<file path="src/bbf_pkg.sv">
// How it works
// RULE_01: Opcode 19 scans right to left for unequal
// RULE_02: Scan index is signed low 48 bits
// RULE_03: Right scan hit decrements index by passed
// RULE_04: Descriptor holds length high, base low
// RULE_05: Right scan starts base+len+index-1, bytes shifted
// RULE_06: Right scan miss sets data flag 53
// RULE_07: Opcodes 28/29 scan left for equal/unequal
// RULE_08: Left scan hit adds passed bytes
// RULE_09: Left scan miss adds length, sets flag
// RULE_10: Opcode 1A fills field with immediate byte
// RULE_11: Opcode 1B fills with register low byte
// RULE_12: Opcodes 1C/1D write repeated lead/period mask
// RULE_13: Zero period makes mask a no-op
// RULE_14: Lead equal period or zero gives solid
// RULE_15: Software clears low 48 bits of R, S
// RULE_16: Opcode 1E counts bits equal to leftmost
// RULE_17: Bit field start is base plus index
// RULE_18: No differing bit stores length minus one
// RULE_19: Count clears register, flag if lead one
// RULE_20: Opcode 1F counts ones into cleared register
// RULE_21: Word splits into function, R, S, T
package bbf_pkg;
  localparam int unsigned WORD_W = 64;
  localparam int unsigned ADDR_W = 48;
  localparam int unsigned LEN_W = 16;
  localparam int unsigned DES_W = 8;
  localparam int unsigned FC_LSB = 24;
  localparam int unsigned RD_LSB = 16;
  localparam int unsigned SD_LSB = 8;
  localparam int unsigned TD_LSB = 0;
  localparam int unsigned LEN_LSB = 48;
  localparam int unsigned BYTE_SHIFT = 3;
  localparam logic [7:0] OP_SCAN_RIGHT = 8'h19;
  localparam logic [7:0] OP_SCAN_EQ = 8'h28;
  localparam logic [7:0] OP_SCAN_NE = 8'h29;
  localparam logic [7:0] OP_FILL_IMM = 8'h1a;
  localparam logic [7:0] OP_FILL_REG = 8'h1b;
  localparam logic [7:0] OP_MASK_ZERO = 8'h1c;
  localparam logic [7:0] OP_MASK_ONE = 8'h1d;
  localparam logic [7:0] OP_COUNT_LEAD = 8'h1e;
  localparam logic [7:0] OP_COUNT_ONES = 8'h1f;
  localparam logic [5:0] DF_FIELD_BIT = 6'h35;
  localparam logic [ADDR_W-1:0] BYTE_STEP = 48'h8;
  localparam logic [ADDR_W-1:0] BIT_STEP = 48'h1;
  localparam logic [ADDR_W-1:0] ADDR_RST = 48'h0;
  localparam logic [WORD_W-1:0] WORD_RST = 64'h0;
  localparam logic [LEN_W-1:0] LEN_RST = 16'h0;
  localparam logic [7:0] BYTE_RST = 8'h0;

  function automatic logic f_op_scan(input logic [7:0] op);
    return op == OP_SCAN_RIGHT || op == OP_SCAN_EQ || op == OP_SCAN_NE;
  endfunction

  function automatic logic f_op_fill(input logic [7:0] op);
    return op == OP_FILL_IMM || op == OP_FILL_REG;
  endfunction

  function automatic logic f_op_mask(input logic [7:0] op);
    return op == OP_MASK_ZERO || op == OP_MASK_ONE;
  endfunction

  function automatic logic f_op_bitcnt(input logic [7:0] op);
    return op == OP_COUNT_LEAD || op == OP_COUNT_ONES;
  endfunction

  // Mask bit at a phase inside one period
  function automatic logic f_mask_bit(input logic [LEN_W-1:0] ph,
                                      input logic [LEN_W-1:0] lead,
                                      input logic ones);
    return (ph < lead) ? ones : !ones;
  endfunction
endpackage

</file>
<file path="src/bbf_agen_if.sv">
`timescale 1ns/1ps
interface bbf_agen_if;
  import bbf_pkg::*;
  logic [7:0] op;
  logic [WORD_W-1:0] desc;
  logic [ADDR_W-1:0] idx;
  logic [ADDR_W-1:0] start;
  modport requester (output op, output desc, output idx, input start);
  modport provider (input op, input desc, input idx, output start);
endinterface

</file>
<file path="src/bbf_agen.sv">
`timescale 1ns/1ps
module bbf_agen
  import bbf_pkg::*;
(
  bbf_agen_if.provider ag // Operand in, start address out
);
  logic [ADDR_W-1:0] base;
  logic [ADDR_W-1:0] len_ext;
  logic [ADDR_W-1:0] right_items;

  assign base = ag.desc[ADDR_W-1:0]; // [RULE_04]
  assign len_ext = {32'h0, ag.desc[WORD_W-1:LEN_LSB]}; // [RULE_04]
  assign right_items = len_ext + ag.idx - 48'h1;

  always_comb begin
    if (ag.op == OP_SCAN_RIGHT) begin
      ag.start = base + (right_items << BYTE_SHIFT); // [RULE_05]
    end else if (f_op_scan(ag.op) || f_op_fill(ag.op)) begin
      ag.start = base + (ag.idx << BYTE_SHIFT); // [RULE_10]
    end else if (f_op_bitcnt(ag.op)) begin
      ag.start = base + ag.idx; // [RULE_17]
    end else begin
      ag.start = base;
    end
  end
endmodule // bbf_agen

</file>
<file path="src/bbf_unit.sv">
`timescale 1ns/1ps
module bbf_unit
  import bbf_pkg::*;
(
  input wire logic clk_sys_i, // System clock
  input wire logic rst_i, // Sync reset, high
  input wire logic ce_i, // Clock enable
  input wire logic start_i, // Issue instruction
  input wire logic [31:0] instr_i, // Instruction word
  output logic ready_o, // Idle, can issue
  output logic done_o, // Instruction finished
  output logic [DES_W-1:0] reg_raddr_o, // Register read select
  input wire logic [WORD_W-1:0] reg_rdata_i, // Register read data
  output logic reg_we_o, // Register write strobe
  output logic [DES_W-1:0] reg_waddr_o, // Register write select
  output logic [WORD_W-1:0] reg_wdata_o, // Register write data
  output logic mem_req_o, // Memory request
  output logic mem_we_o, // Memory write
  output logic mem_bit_o, // Single-bit access
  output logic [ADDR_W-1:0] mem_addr_o, // Bit address
  output logic [7:0] mem_wdata_o, // Write data
  input wire logic [7:0] mem_rdata_i, // Read data
  input wire logic mem_ack_i, // Memory done
  output logic df_set_o, // Data flag set pulse
  output logic [5:0] df_bit_o // Data flag number
);
  typedef enum logic [2:0] {
    ST_IDLE, ST_RD_R, ST_RD_S, ST_RD_T, ST_SETUP, ST_MEM, ST_WB, ST_DONE
  } bbf_state_t;

  bbf_state_t state_q;
  logic [7:0] fc_q;
  logic [DES_W-1:0] rdes_q;
  logic [DES_W-1:0] sdes_q;
  logic [DES_W-1:0] tdes_q;
  logic [WORD_W-1:0] r_q;
  logic [WORD_W-1:0] s_q;
  logic [WORD_W-1:0] t_q;
  logic [ADDR_W-1:0] addr_q;
  logic [ADDR_W-1:0] addr_d;
  logic [LEN_W-1:0] pos_q;
  logic [LEN_W-1:0] ph_q;
  logic [LEN_W-1:0] ph_d;
  logic [LEN_W-1:0] cnt_q;
  logic lead_q;
  logic hit_q;
  logic [7:0] wdata_q;
  logic [WORD_W-1:0] rwdata_q;
  logic [DES_W-1:0] rwaddr_q;
  logic rwe_q;
  logic df_q;

  logic is_scan;
  logic is_fill;
  logic is_mask;
  logic is_bitcnt;
  logic mask_ones;
  logic [WORD_W-1:0] desc;
  logic [LEN_W-1:0] len;
  logic [ADDR_W-1:0] idx;
  logic [LEN_W-1:0] period;
  logic [LEN_W-1:0] lead_len;
  logic at_end;
  logic acc;
  logic scan_hit;
  logic lead_break;
  logic stop;
  logic noop;

  bbf_agen_if ag ();

  bbf_agen bbf_agen_inst (
    .ag (ag.provider)
  );

  assign is_scan = f_op_scan(fc_q);
  assign is_fill = f_op_fill(fc_q);
  assign is_mask = f_op_mask(fc_q);
  assign is_bitcnt = f_op_bitcnt(fc_q);
  assign mask_ones = fc_q == OP_MASK_ONE;
  // Counting ops keep their field in R, others in T
  assign desc = is_bitcnt ? r_q : t_q; // [RULE_17]
  assign len = desc[WORD_W-1:LEN_LSB]; // [RULE_04]
  assign idx = s_q[ADDR_W-1:0]; // [RULE_02] [RULE_20]
  // Only the upper 16 bits matter for the mask lengths
  assign period = s_q[WORD_W-1:LEN_LSB]; // [RULE_12] [RULE_15]
  assign lead_len = r_q[WORD_W-1:LEN_LSB]; // [RULE_12]
  assign noop = is_mask && period == LEN_RST; // [RULE_13]

  assign ag.op = fc_q;
  assign ag.desc = desc;
  assign ag.idx = idx;

  assign at_end = pos_q == len;
  assign acc = state_q == ST_MEM && ce_i && !at_end && mem_ack_i;
  always_comb begin
    case (fc_q)
      OP_SCAN_RIGHT: scan_hit = mem_rdata_i != rdes_q; // [RULE_01]
      OP_SCAN_EQ: scan_hit = mem_rdata_i == rdes_q; // [RULE_07]
      OP_SCAN_NE: scan_hit = mem_rdata_i != rdes_q; // [RULE_07]
      default: scan_hit = 1'b0;
    endcase
  end
  // Scan starts one bit after the leftmost bit
  assign lead_break = fc_q == OP_COUNT_LEAD && pos_q != LEN_RST &&
                      mem_rdata_i[0] != lead_q; // [RULE_16]
  assign stop = acc && (scan_hit || lead_break); // [RULE_03] [RULE_08]

  always_comb begin
    if (fc_q == OP_SCAN_RIGHT) begin
      addr_d = addr_q - BYTE_STEP; // [RULE_01]
    end else if (is_scan || is_fill) begin
      addr_d = addr_q + BYTE_STEP; // [RULE_07]
    end else begin
      addr_d = addr_q + BIT_STEP;
    end
  end
  assign ph_d = (ph_q + 16'h1 == period) ? LEN_RST : ph_q + 16'h1;

  // Sequencer
  always_ff @(posedge clk_sys_i) begin
    if (rst_i) begin
      state_q <= ST_IDLE;
    end else if (ce_i) begin
      case (state_q)
        ST_IDLE: begin
          if (start_i) begin
            state_q <= ST_RD_R;
          end
        end
        ST_RD_R: state_q <= ST_RD_S;
        ST_RD_S: state_q <= ST_RD_T;
        ST_RD_T: state_q <= ST_SETUP;
        ST_SETUP: begin
          state_q <= noop ? ST_DONE : ST_MEM; // [RULE_13]
        end
        ST_MEM: begin
          if (at_end || stop) begin
            state_q <= ST_WB; // [RULE_06] [RULE_09]
          end
        end
        ST_WB: state_q <= ST_DONE;
        ST_DONE: state_q <= ST_IDLE;
        default: state_q <= ST_IDLE;
      endcase
    end
  end

  // Instruction fields and operand capture
  always_ff @(posedge clk_sys_i) begin
    if (rst_i) begin
      fc_q <= BYTE_RST;
      rdes_q <= BYTE_RST;
      sdes_q <= BYTE_RST;
      tdes_q <= BYTE_RST;
      r_q <= WORD_RST;
      s_q <= WORD_RST;
      t_q <= WORD_RST;
    end else if (ce_i) begin
      if (state_q == ST_IDLE && start_i) begin
        fc_q <= instr_i[FC_LSB +: 8]; // [RULE_21]
        rdes_q <= instr_i[RD_LSB +: DES_W]; // [RULE_21]
        sdes_q <= instr_i[SD_LSB +: DES_W]; // [RULE_21]
        tdes_q <= instr_i[TD_LSB +: DES_W]; // [RULE_21]
      end
      if (state_q == ST_RD_R) begin
        r_q <= reg_rdata_i;
      end
      if (state_q == ST_RD_S) begin
        s_q <= reg_rdata_i;
      end
      if (state_q == ST_RD_T) begin
        t_q <= reg_rdata_i;
      end
    end
  end

  // Field walk: address, position, mask phase, write data
  always_ff @(posedge clk_sys_i) begin
    if (rst_i) begin
      addr_q <= ADDR_RST;
      pos_q <= LEN_RST;
      ph_q <= LEN_RST;
      wdata_q <= BYTE_RST;
      hit_q <= 1'b0;
    end else if (ce_i) begin
      if (state_q == ST_SETUP) begin
        addr_q <= ag.start; // [RULE_05]
        pos_q <= LEN_RST;
        ph_q <= LEN_RST;
        hit_q <= 1'b0;
        if (fc_q == OP_FILL_IMM) begin
          wdata_q <= rdes_q; // [RULE_10]
        end else if (fc_q == OP_FILL_REG) begin
          wdata_q <= r_q[7:0]; // [RULE_11]
        end else begin
          wdata_q <= {7'h0, f_mask_bit(LEN_RST, lead_len, mask_ones)};
        end
      end else if (stop) begin
        hit_q <= 1'b1;
      end else if (acc) begin
        addr_q <= addr_d;
        pos_q <= pos_q + 16'h1;
        if (is_mask) begin
          ph_q <= ph_d;
          wdata_q <= {7'h0,
                      f_mask_bit(ph_d, lead_len, mask_ones)}; // [RULE_14]
        end
      end
    end
  end

  // Bit counters
  always_ff @(posedge clk_sys_i) begin
    if (rst_i) begin
      cnt_q <= LEN_RST;
      lead_q <= 1'b0;
    end else if (ce_i) begin
      if (state_q == ST_SETUP) begin
        cnt_q <= LEN_RST;
        lead_q <= 1'b0;
      end else if (acc && !stop) begin
        if (fc_q == OP_COUNT_ONES) begin
          cnt_q <= cnt_q + {15'h0, mem_rdata_i[0]}; // [RULE_20]
        end else if (fc_q == OP_COUNT_LEAD) begin
          if (pos_q == LEN_RST) begin
            lead_q <= mem_rdata_i[0];
          end else begin
            cnt_q <= cnt_q + 16'h1; // [RULE_16] [RULE_18]
          end
        end
      end
    end
  end

  // Result formation
  always_ff @(posedge clk_sys_i) begin
    if (rst_i) begin
      rwdata_q <= WORD_RST;
      rwaddr_q <= BYTE_RST;
      rwe_q <= 1'b0;
      df_q <= 1'b0;
    end else if (ce_i) begin
      if (state_q == ST_SETUP) begin
        rwe_q <= 1'b0;
        df_q <= 1'b0;
      end else if (state_q == ST_WB) begin
        if (is_scan) begin
          rwaddr_q <= sdes_q;
          rwe_q <= 1'b1;
          df_q <= !hit_q; // [RULE_06] [RULE_09]
          if (fc_q == OP_SCAN_RIGHT) begin
            rwdata_q <= {s_q[WORD_W-1:LEN_LSB],
                         idx - {32'h0, pos_q}}; // [RULE_03]
          end else begin
            rwdata_q <= {s_q[WORD_W-1:LEN_LSB],
                         idx + {32'h0, pos_q}}; // [RULE_08] [RULE_09]
          end
        end else if (is_bitcnt) begin
          rwaddr_q <= tdes_q;
          rwe_q <= 1'b1;
          rwdata_q <= {48'h0, cnt_q}; // [RULE_19] [RULE_20]
          df_q <= fc_q == OP_COUNT_LEAD && lead_q; // [RULE_19]
        end else begin
          rwe_q <= 1'b0;
          df_q <= 1'b0;
        end
      end
    end
  end

  always_comb begin
    case (state_q)
      ST_RD_R: reg_raddr_o = rdes_q;
      ST_RD_S: reg_raddr_o = sdes_q;
      ST_RD_T: reg_raddr_o = tdes_q;
      default: reg_raddr_o = BYTE_RST;
    endcase
  end

  assign ready_o = state_q == ST_IDLE;
  assign done_o = state_q == ST_DONE;
  assign reg_we_o = done_o && rwe_q;
  assign reg_waddr_o = rwaddr_q;
  assign reg_wdata_o = rwdata_q;
  assign df_set_o = done_o && df_q;
  assign df_bit_o = DF_FIELD_BIT;
  assign mem_req_o = state_q == ST_MEM && ce_i && !at_end;
  assign mem_we_o = is_fill || is_mask;
  assign mem_bit_o = is_mask || is_bitcnt;
  assign mem_addr_o = addr_q;
  assign mem_wdata_o = wdata_q;
endmodule // bbf_unit

</file>
<file path="config.mk">
export PLATFORM = sky130hd
export DESIGN_NAME = bbf_unit
export DESIGN_NICKNAME = d
export VERILOG_FILES = /design/src/bbf_pkg.sv /design/src/bbf_agen_if.sv /design/src/bbf_agen.sv /design/src/bbf_unit.sv
export SDC_FILE = /design/constraint.sdc
export NUM_CORES = 2
export LEC_CHECK = 0
export BUFFER_PORTS_ARGS = -buffer_cell sky130_fd_sc_hd__buf_2
export CAP_MARGIN = 15
export CORE_UTILIZATION = 50
export DETAILED_ROUTE_END_ITERATION = 10
export PLACE_DENSITY = 0.73
export SLEW_MARGIN = 20
export SYNTH_ARGS = -nofsm -noshare
export SYNTH_HDL_FRONTEND = slang
export SYNTH_SLANG_ARGS = --single-unit
</file>
<file path="constraint.sdc">
create_clock -name clk_sys_i -period 12.2 [get_ports clk_sys_i]
set_input_delay 1.83 -clock clk_sys_i [delete_from_list [all_inputs] [get_ports clk_sys_i]]
set_output_delay 1.83 -clock clk_sys_i [all_outputs]
set_load 0.005 [all_outputs]
</file>
After elaboration in Yosys (flattened, before gate mapping)
Cells that the tools add are included.
Storage, ports and cells
  bits of input ports: 109
  output and inout port bits: 149
  logic and storage cells: 170
  flip-flop bits (word level): 407
Cells by class
  magnitude comparators: 2
  equality and inequality tests: 26
  reductions and logical operators: 52
  bitwise operators: 1
  muxes and demuxes: 56
  add/subtract/negate cells: 14
Operators by type and width (number)
  48-bit two-way mux: 9
  16-bit two-way mux: 13
  64-bit two-way mux: 3
  48-bit adder: 3
  8-bit two-way mux: 8
  8-bit by 5-bit == test with 1-bit output, second input constant: 7
  16-bit by 1-bit adder with 16-bit output, second input constant: 3
  48-bit by 1-bit adder with 48-bit output, second input constant: 1
  48-bit by 16-bit adder with 48-bit output: 1
  48-bit by 4-bit adder with 48-bit output, second input constant: 1
  48-bit by 16-bit subtractor with 48-bit output: 1
  48-bit by 4-bit subtractor with 48-bit output, second input constant: 1
  16-bit by 45-bit adder with 45-bit output: 1
  45-bit by 1-bit subtractor with 45-bit output, second input constant: 1
  16-bit == test: 2
  16-bit logical NOT: 2
  3-bit one-hot mux with 8 select lines: 1
  8-bit one-hot mux with 3 select lines: 1
  1-bit two-way mux: 17
  16-bit by 1-bit adder with 16-bit output: 1
  8-bit by 6-bit == test with 1-bit output, second input constant: 2
  1-bit by 16-bit less-than comparator with 1-bit output, first input constant: 1
  16-bit less-than comparator: 1
  16-bit nonzero test: 1
  24 further kinds: 69

Logic depth before layout (Yosys ltp)
  depth in word-level cells: 12
  mapped depth: 36
  depth with buffers taken out: 31

By module
From an unflattened synthesis, not the netlist that was laid out.
Unflattened totals
  cell total of the unflattened synthesis: 4822
  area, all modules: 34036.4 um2
Modules (own cells, without submodules)
  bbf_unit: cells an instance 3118, seq. area each 8147.8 um2, area an instance 22574.2 um2, instances 1
  bbf_agen: cells an instance 1704, seq. area each 0.0 um2, area an instance 11462.2 um2, instances 1

Least setup slack after synthesis
OpenSTA, ideal clock, no wires.
  kind: reg-to-reg
  start point: register fc_q[5], in the netlist ag.op[5]
  end point: register addr_q[46], in the netlist mem_addr_o[46]
  arrival time: 7.670 ns
  data required time: 12.066 ns
  setup time: 0.134 ns
  stages on the path, launching flop included: 35
  clock period less this slack: 7.804 ns
  path buffers: 4
  setup slack: 4.396 ns
  cell sequence: dfxtp_1 or4b_4 nor3_4 clkbuf_1 clkbuf_1 clkbuf_1 mux2i_1 ha_1 inv_1 ha_1 fa_1 a21o_1 a21oi_1 nand2b_1 a211oi_1 a21oi_1 o21ai_0 a21oi_1 o21bai_1 a21o_1 a21oi_1 xnor2_1 ha_1 clkbuf_1 nand2_1 o21ai_0 o211ai_1 o31ai_1 o31ai_1 o211ai_1 a21boi_2 o31ai_1 xnor2_1 nor3_1 or4_1
Between the ends
  cells in the longest elaborated chain, start to end: 10
  elaborated cells between the ends (all ways): 39
  those cells by class: add/sub: 5; eq/ne: 9; mux: 10; reduce/logical: 15
RTL lines
  start: declaration: RTL line bbf_unit.sv:32  | logic [7:0] fc_q;
  start signal: assignment: RTL line bbf_unit.sv:161  | fc_q <= instr_i[FC_LSB +: 8];
  branches (longest 10 deep; another with 48-bit adder)
  end signal: assignment: RTL line bbf_unit.sv:188  | addr_q <= ag.start;
  end signal: assignment: RTL line bbf_unit.sv:202  | addr_q <= addr_d;
  end: declaration: RTL line bbf_unit.sv:39  | logic [ADDR_W-1:0] addr_q;
Several ways; the timed one is not identified. The select of a mux whose other input is x is not followed.
A chain may end at the register's enable or synchronous reset.

Worst setup path after layout
  start point: register fc_q[4], in the netlist ag.op[4]
  end point: register addr_q[39], in the netlist mem_addr_o[39]
Same word-level chain as after synthesis.

==> results by stage <==
Yosys:
- Of all flip-flops after synthesis, the portion carrying an async set or reset was 0.
- Of the synthesized area, sequential elements account for 0.2487.
- After synthesis the cells add up to 32760 sq um.
- The number of enable flip-flop cells after synthesis is 0.
- In the synthesized netlist, the number of instances is 4598.
- Synthesis instantiated 89 different standard cells from the library.
- After synthesis, the cell types taking the most area are sky130_fd_sc_hd__dfxtp_1 (25%), sky130_fd_sc_hd__ha_1 (10%), sky130_fd_sc_hd__nand2_1 (10%), sky130_fd_sc_hd__a21oi_1 (8.7%), sky130_fd_sc_hd__xnor2_1 (4.9%).
- The share of synthesized area in the top cell type comes to 0.2487.
- After synthesis the netlist holds a flip-flop and latch count of 407.
- The most used flip-flop cell after synthesis is sky130_fd_sc_hd__dfxtp_1.
- The synthesized design spends more area on one cell type than any other, namely sky130_fd_sc_hd__dfxtp_1.
- The synthesized area divided by synthesized cell count is 7.125 sq um.
- Yosys printed 0 warnings.

Clock network:
- The post-cts hold buffer count is 0.
- The CTS tree is done.
- CTS placed an instance of sky130_fd_sc_hd__clkbuf_16 at the clock tree root.
- Post-CTS timing repair inserted 0 buffers for setup.
- After clock tree synthesis, the clock-pin slew on the worst setup and hold paths is 0.06 ns.
- The number of clock sinks is 407.
- The clock buffer count from CTS is 45.
- The clock reaches the later pin of the worst-skew pair after 0.60 ns.
- CTS built an H-tree with a depth of 2.
- The maximum clock insertion buffer count is 3.
- After clock tree synthesis, the repair step resized 0 gates.

Finish:
- The share of post-route cells with drive strength above 1 is 0.08730.
- Leaving out fill and tap cells, the most frequent cells in the layout are sky130_fd_sc_hd__nand2_1 (872), sky130_fd_sc_hd__a21oi_1 (569), sky130_fd_sc_hd__dfxtp_1 (407).
- Leaving out fill and tap cells, the most frequent cell in the layout is sky130_fd_sc_hd__nand2_1.
- Relative to the synthesized area, the layout overhead comes to 9.796%.
- The total number of nets in the final design is 5059.
- The number of antenna diodes in the final layout is 0.
- The cell area after layout is 35970 sq um.

Floorplan:
- The floorplan die width is 258.0 um.
- The overall die height is 258.0 um.
- The area of the core region is 64580 sq um.
- For this configuration, the core starts out at a cell density of 0.5073.
- The floorplan step defined a die boundary enclosing 66550 sq um.
- The initialized floorplan defines 93 standard-cell rows.
- The boundary pin count is 258.

STA:
- After routing, the total negative slack on setup checks comes to 0 ns.
- Headroom to the max-slew limit came out at 0.2746.
- Setup repair after global routing left no endpoint under its margin.
- The time the worst path needs with I/O delays and setup is 8.237 ns.
- The top achievable clock speed is 121.4 MHz.
- The slew at the pin with the worst max-slew slack is 1.088 ns.
- The final hold violation count is 0.
- The worst hold slack after final layout is 0.4468 ns.
- Setup slack closes at 3.963 ns.
- The number of pins exceeding their max-slew limit in the final report is 0.
- Of the available clock period, the critical path in the final layout requires 0.6752.
- The number of failing setup endpoints in the final timing report is 0.
- The clock arrives with 0.01735 ns of skew.

Pwr:
- The proportion of total power due to net switching is 0.3169.
- Internal power comes to 2.510 mW.
- The net switching component of the power is 1.164 mW.
- The proportion of power drawn by combinational gates is 0.235.
- The share of total power dissipated in sequential elements is 0.377.
- Of the total power, the clock network draws 0.388.
- The reported leakage power is 15.15 nW.
- The power density over the cells is 102.1 nW/um^2.
- Across the VDD grid, the largest voltage drop is 0.00009245 V.

Place:
- The final weighted congestion in routability-driven placement is 1.004.
- After detailed placement, the total cell area comes to 34450 sq um.
- The half-perimeter wire length after detailed placement is 92770 um.
- The total of buffers placed on input and output ports is 251.
- Timing analysis after detailed placement gives a worst setup slack of 4.170 ns.

Detailed routing:
- The count of unresolved DRC violations after routing is 0.
- The post-detailed-route via-to-cell ratio is 6.260.
- The average wire length per cell after detail routing is 22.16 um.
- In this run, the number of DRC markers left after iteration 0 of detailed routing was 4110.
- The iteration count of the initial detailed-routing pass is 6.
- The detailed-route via count is 34820.
- The detail route stage leaves a number of antenna-violating nets equal to 0.
- The final layout contains routed wiring with a total length of 123300 um.

Global route:
- Entering global routing, the biggest net connects 98 pins.
- Across every metal layer, demand over resource in global routing totals 0.3526.
- The number of antenna violations at the first check in global routing is 2.
- The first-pass GRT wire length is 184600 um.
- The number of global-route vias before repair is 31000.
- Summed over all layers, the global routing overflow is 0.

Job:
- Across the run, the number of max-cap violations was 0.

Min path:
- The worst hold path was traced through 2 stages.
- The worst-case hold path end point is reg_wdata_o[42].
- In this run the most critical hold path is launched from reg_wdata_o[42].
- In this run the worst hold path is classified as register to register.

Critical path:
- The type of element capturing the critical path is a register.
- The worst setup path is launched from a register.
- The data required time at the worst endpoint is 12.68 ns.
- The launching point of the worst reg2reg path is ag.op[4].
- In this design, the stage delay of the slowest critical-path cell is 0.84 ns.
- The worst register-to-register path ends at mem_addr_o[39].
- Along the worst path, the maximum fanout reaches 44.
- Among the stages of the critical path, the cell type that occurs most often is sky130_fd_sc_hd__a21oi_1.
- The start-to-end type of the worst setup path is register to register.
- For this design, the slowest cell found on the critical path is sky130_fd_sc_hd__a221oi_1.
- Data on the critical path arrives at its endpoint at 8.72 ns.
- The flop-to-flop setup slack is 3.96 ns.
- The depth of the worst register-to-register path is 31.

Outcome:
- The flow ran to the end, and the final reports show no timing, DRC or antenna violations.
[through the flow]
step	total power [mW]	instances	util
final	3.674	5563	0.5570
after global routing	3.816	5563	0.5570
after CTS	3.665	5562	0.5566
after detailed placement	2.256	5484	0.5335
after global placement	2.258	5484	0.5335
after floorplan	2.033	4602	-
[power groups by stage]
stage / Sequential [mW] / Clock (mW) / Combinational [mW]
3_5_place_dp: 1.41 / 0 / 0.841
5_1_grt: 1.39 / 1.49 / 0.942
2_1_floorplan: 1.40 / 0 / 0.637
4_1_cts: 1.39 / 1.43 / 0.848
6_report: 1.39 / 1.42 / 0.863
3_3_place_gp: 1.41 / 0 / 0.844
[logic make-up (layout without fill, tap and decap cells)]
kind of cell	after synthesis	after routing	share of synthesized area
AND/OR/NAND/NOR	1774	1774	0.2422
AO/OA/AOI/OAI	1392	1392	0.2625
buffers and inverters	412	518	0.04869
flip-flops	407	407	0.2487
XOR/XNOR	297	297	0.07940
adder cells (fa/ha/maj)	273	273	0.1054
multiplexers	41	41	0.01283
other	2	6	0.0002292
[worst max path at each step]
stage | startpoint | endpoint | slack [ns] | cells after the start
3_3_place_gp | ag.op[4] | mem_addr_o[39] | 4.31 | 32
2_1_floorplan | ag.op[5] | mem_addr_o[46] | 4.40 | 34
6_report | ag.op[4] | mem_addr_o[39] | 3.96 | 31
3_5_place_dp | ag.op[4] | mem_addr_o[39] | 4.17 | 31
4_1_cts | ag.op[4] | mem_addr_o[39] | 4.10 | 31
5_1_grt | ag.op[4] | mem_addr_o[46] | 3.36 | 30
[sequential cells by signal, summed over array words and instances, names as in the netlist, 16 cells and up]
| register | cells |
|---|---|
| ph_q | 16 |
| t_q | 64 |
| r_q | 64 |
| reg_wdata_o | 64 |
| s_q | 64 |
| cnt_q | 16 |
| pos_q | 16 |
| mem_addr_o | 48 |
[layout make-up]
type	count	area (sq um)
Timing Repair Buffer	286	1536
Clock buffer	62	1281
Sequential cell	407	8148
Fill cell	6368	28610
Clock inverter	16	212.7
Tap cell	855	1070
Inverter	154	578.1
Multi-Input combinational cell	3783	23150
[synthesized netlist by cell type (9+ instances only)]
cell type,count
sky130_fd_sc_hd__nor2_1,358
sky130_fd_sc_hd__nand2b_1,44
sky130_fd_sc_hd__a22oi_1,47
sky130_fd_sc_hd__a221oi_1,17
sky130_fd_sc_hd__ha_1,268
sky130_fd_sc_hd__o21bai_1,32
sky130_fd_sc_hd__nand2_1,874
sky130_fd_sc_hd__buf_2,9
sky130_fd_sc_hd__or4_1,17
sky130_fd_sc_hd__buf_1,13
sky130_fd_sc_hd__a211oi_1,41
sky130_fd_sc_hd__nor3_1,78
sky130_fd_sc_hd__o22ai_1,17
sky130_fd_sc_hd__a21o_1,130
sky130_fd_sc_hd__nor2b_1,32
sky130_fd_sc_hd__o21a_1,33
sky130_fd_sc_hd__dfxtp_1,407
sky130_fd_sc_hd__nand3b_1,11
sky130_fd_sc_hd__or3_1,40
sky130_fd_sc_hd__inv_1,153
sky130_fd_sc_hd__nor4_1,37
sky130_fd_sc_hd__o21ai_0,234
sky130_fd_sc_hd__a31oi_1,47
sky130_fd_sc_hd__nand4_1,58
sky130_fd_sc_hd__a311oi_1,21
sky130_fd_sc_hd__o2111ai_1,9
sky130_fd_sc_hd__and3_1,55
sky130_fd_sc_hd__xor2_1,113
sky130_fd_sc_hd__mux2i_1,33
sky130_fd_sc_hd__or2_2,9
sky130_fd_sc_hd__o211ai_1,62
sky130_fd_sc_hd__xnor2_1,184
sky130_fd_sc_hd__nand3_1,102
sky130_fd_sc_hd__and4_1,11
sky130_fd_sc_hd__clkbuf_1,227
sky130_fd_sc_hd__and2_1,24
sky130_fd_sc_hd__o31ai_1,25
sky130_fd_sc_hd__a21oi_1,569
[worst max-delay path: cells and delay by family (launching register included)]
kind            cells  cell delay, ns
compound gates     17            3.98
xor+xnor            2            0.18
fa+ha+maj           3            1.02
buf+inv             1            0.04
flops               1            0.45
simple gates        8            2.43
[per-layer routing]
layer	track usage	wire length, um	share of wire	vias to the layer above
met3	0.04839	10250	0.083	339
met5	0	0	0	-
met2	0.5772	56350	0.46	1655
li1	-	-	-	16520
met4	0.1588	6260	0.051	0
met1	0.4597	50400	0.41	16310
Power figures use the tool's default switching activity.
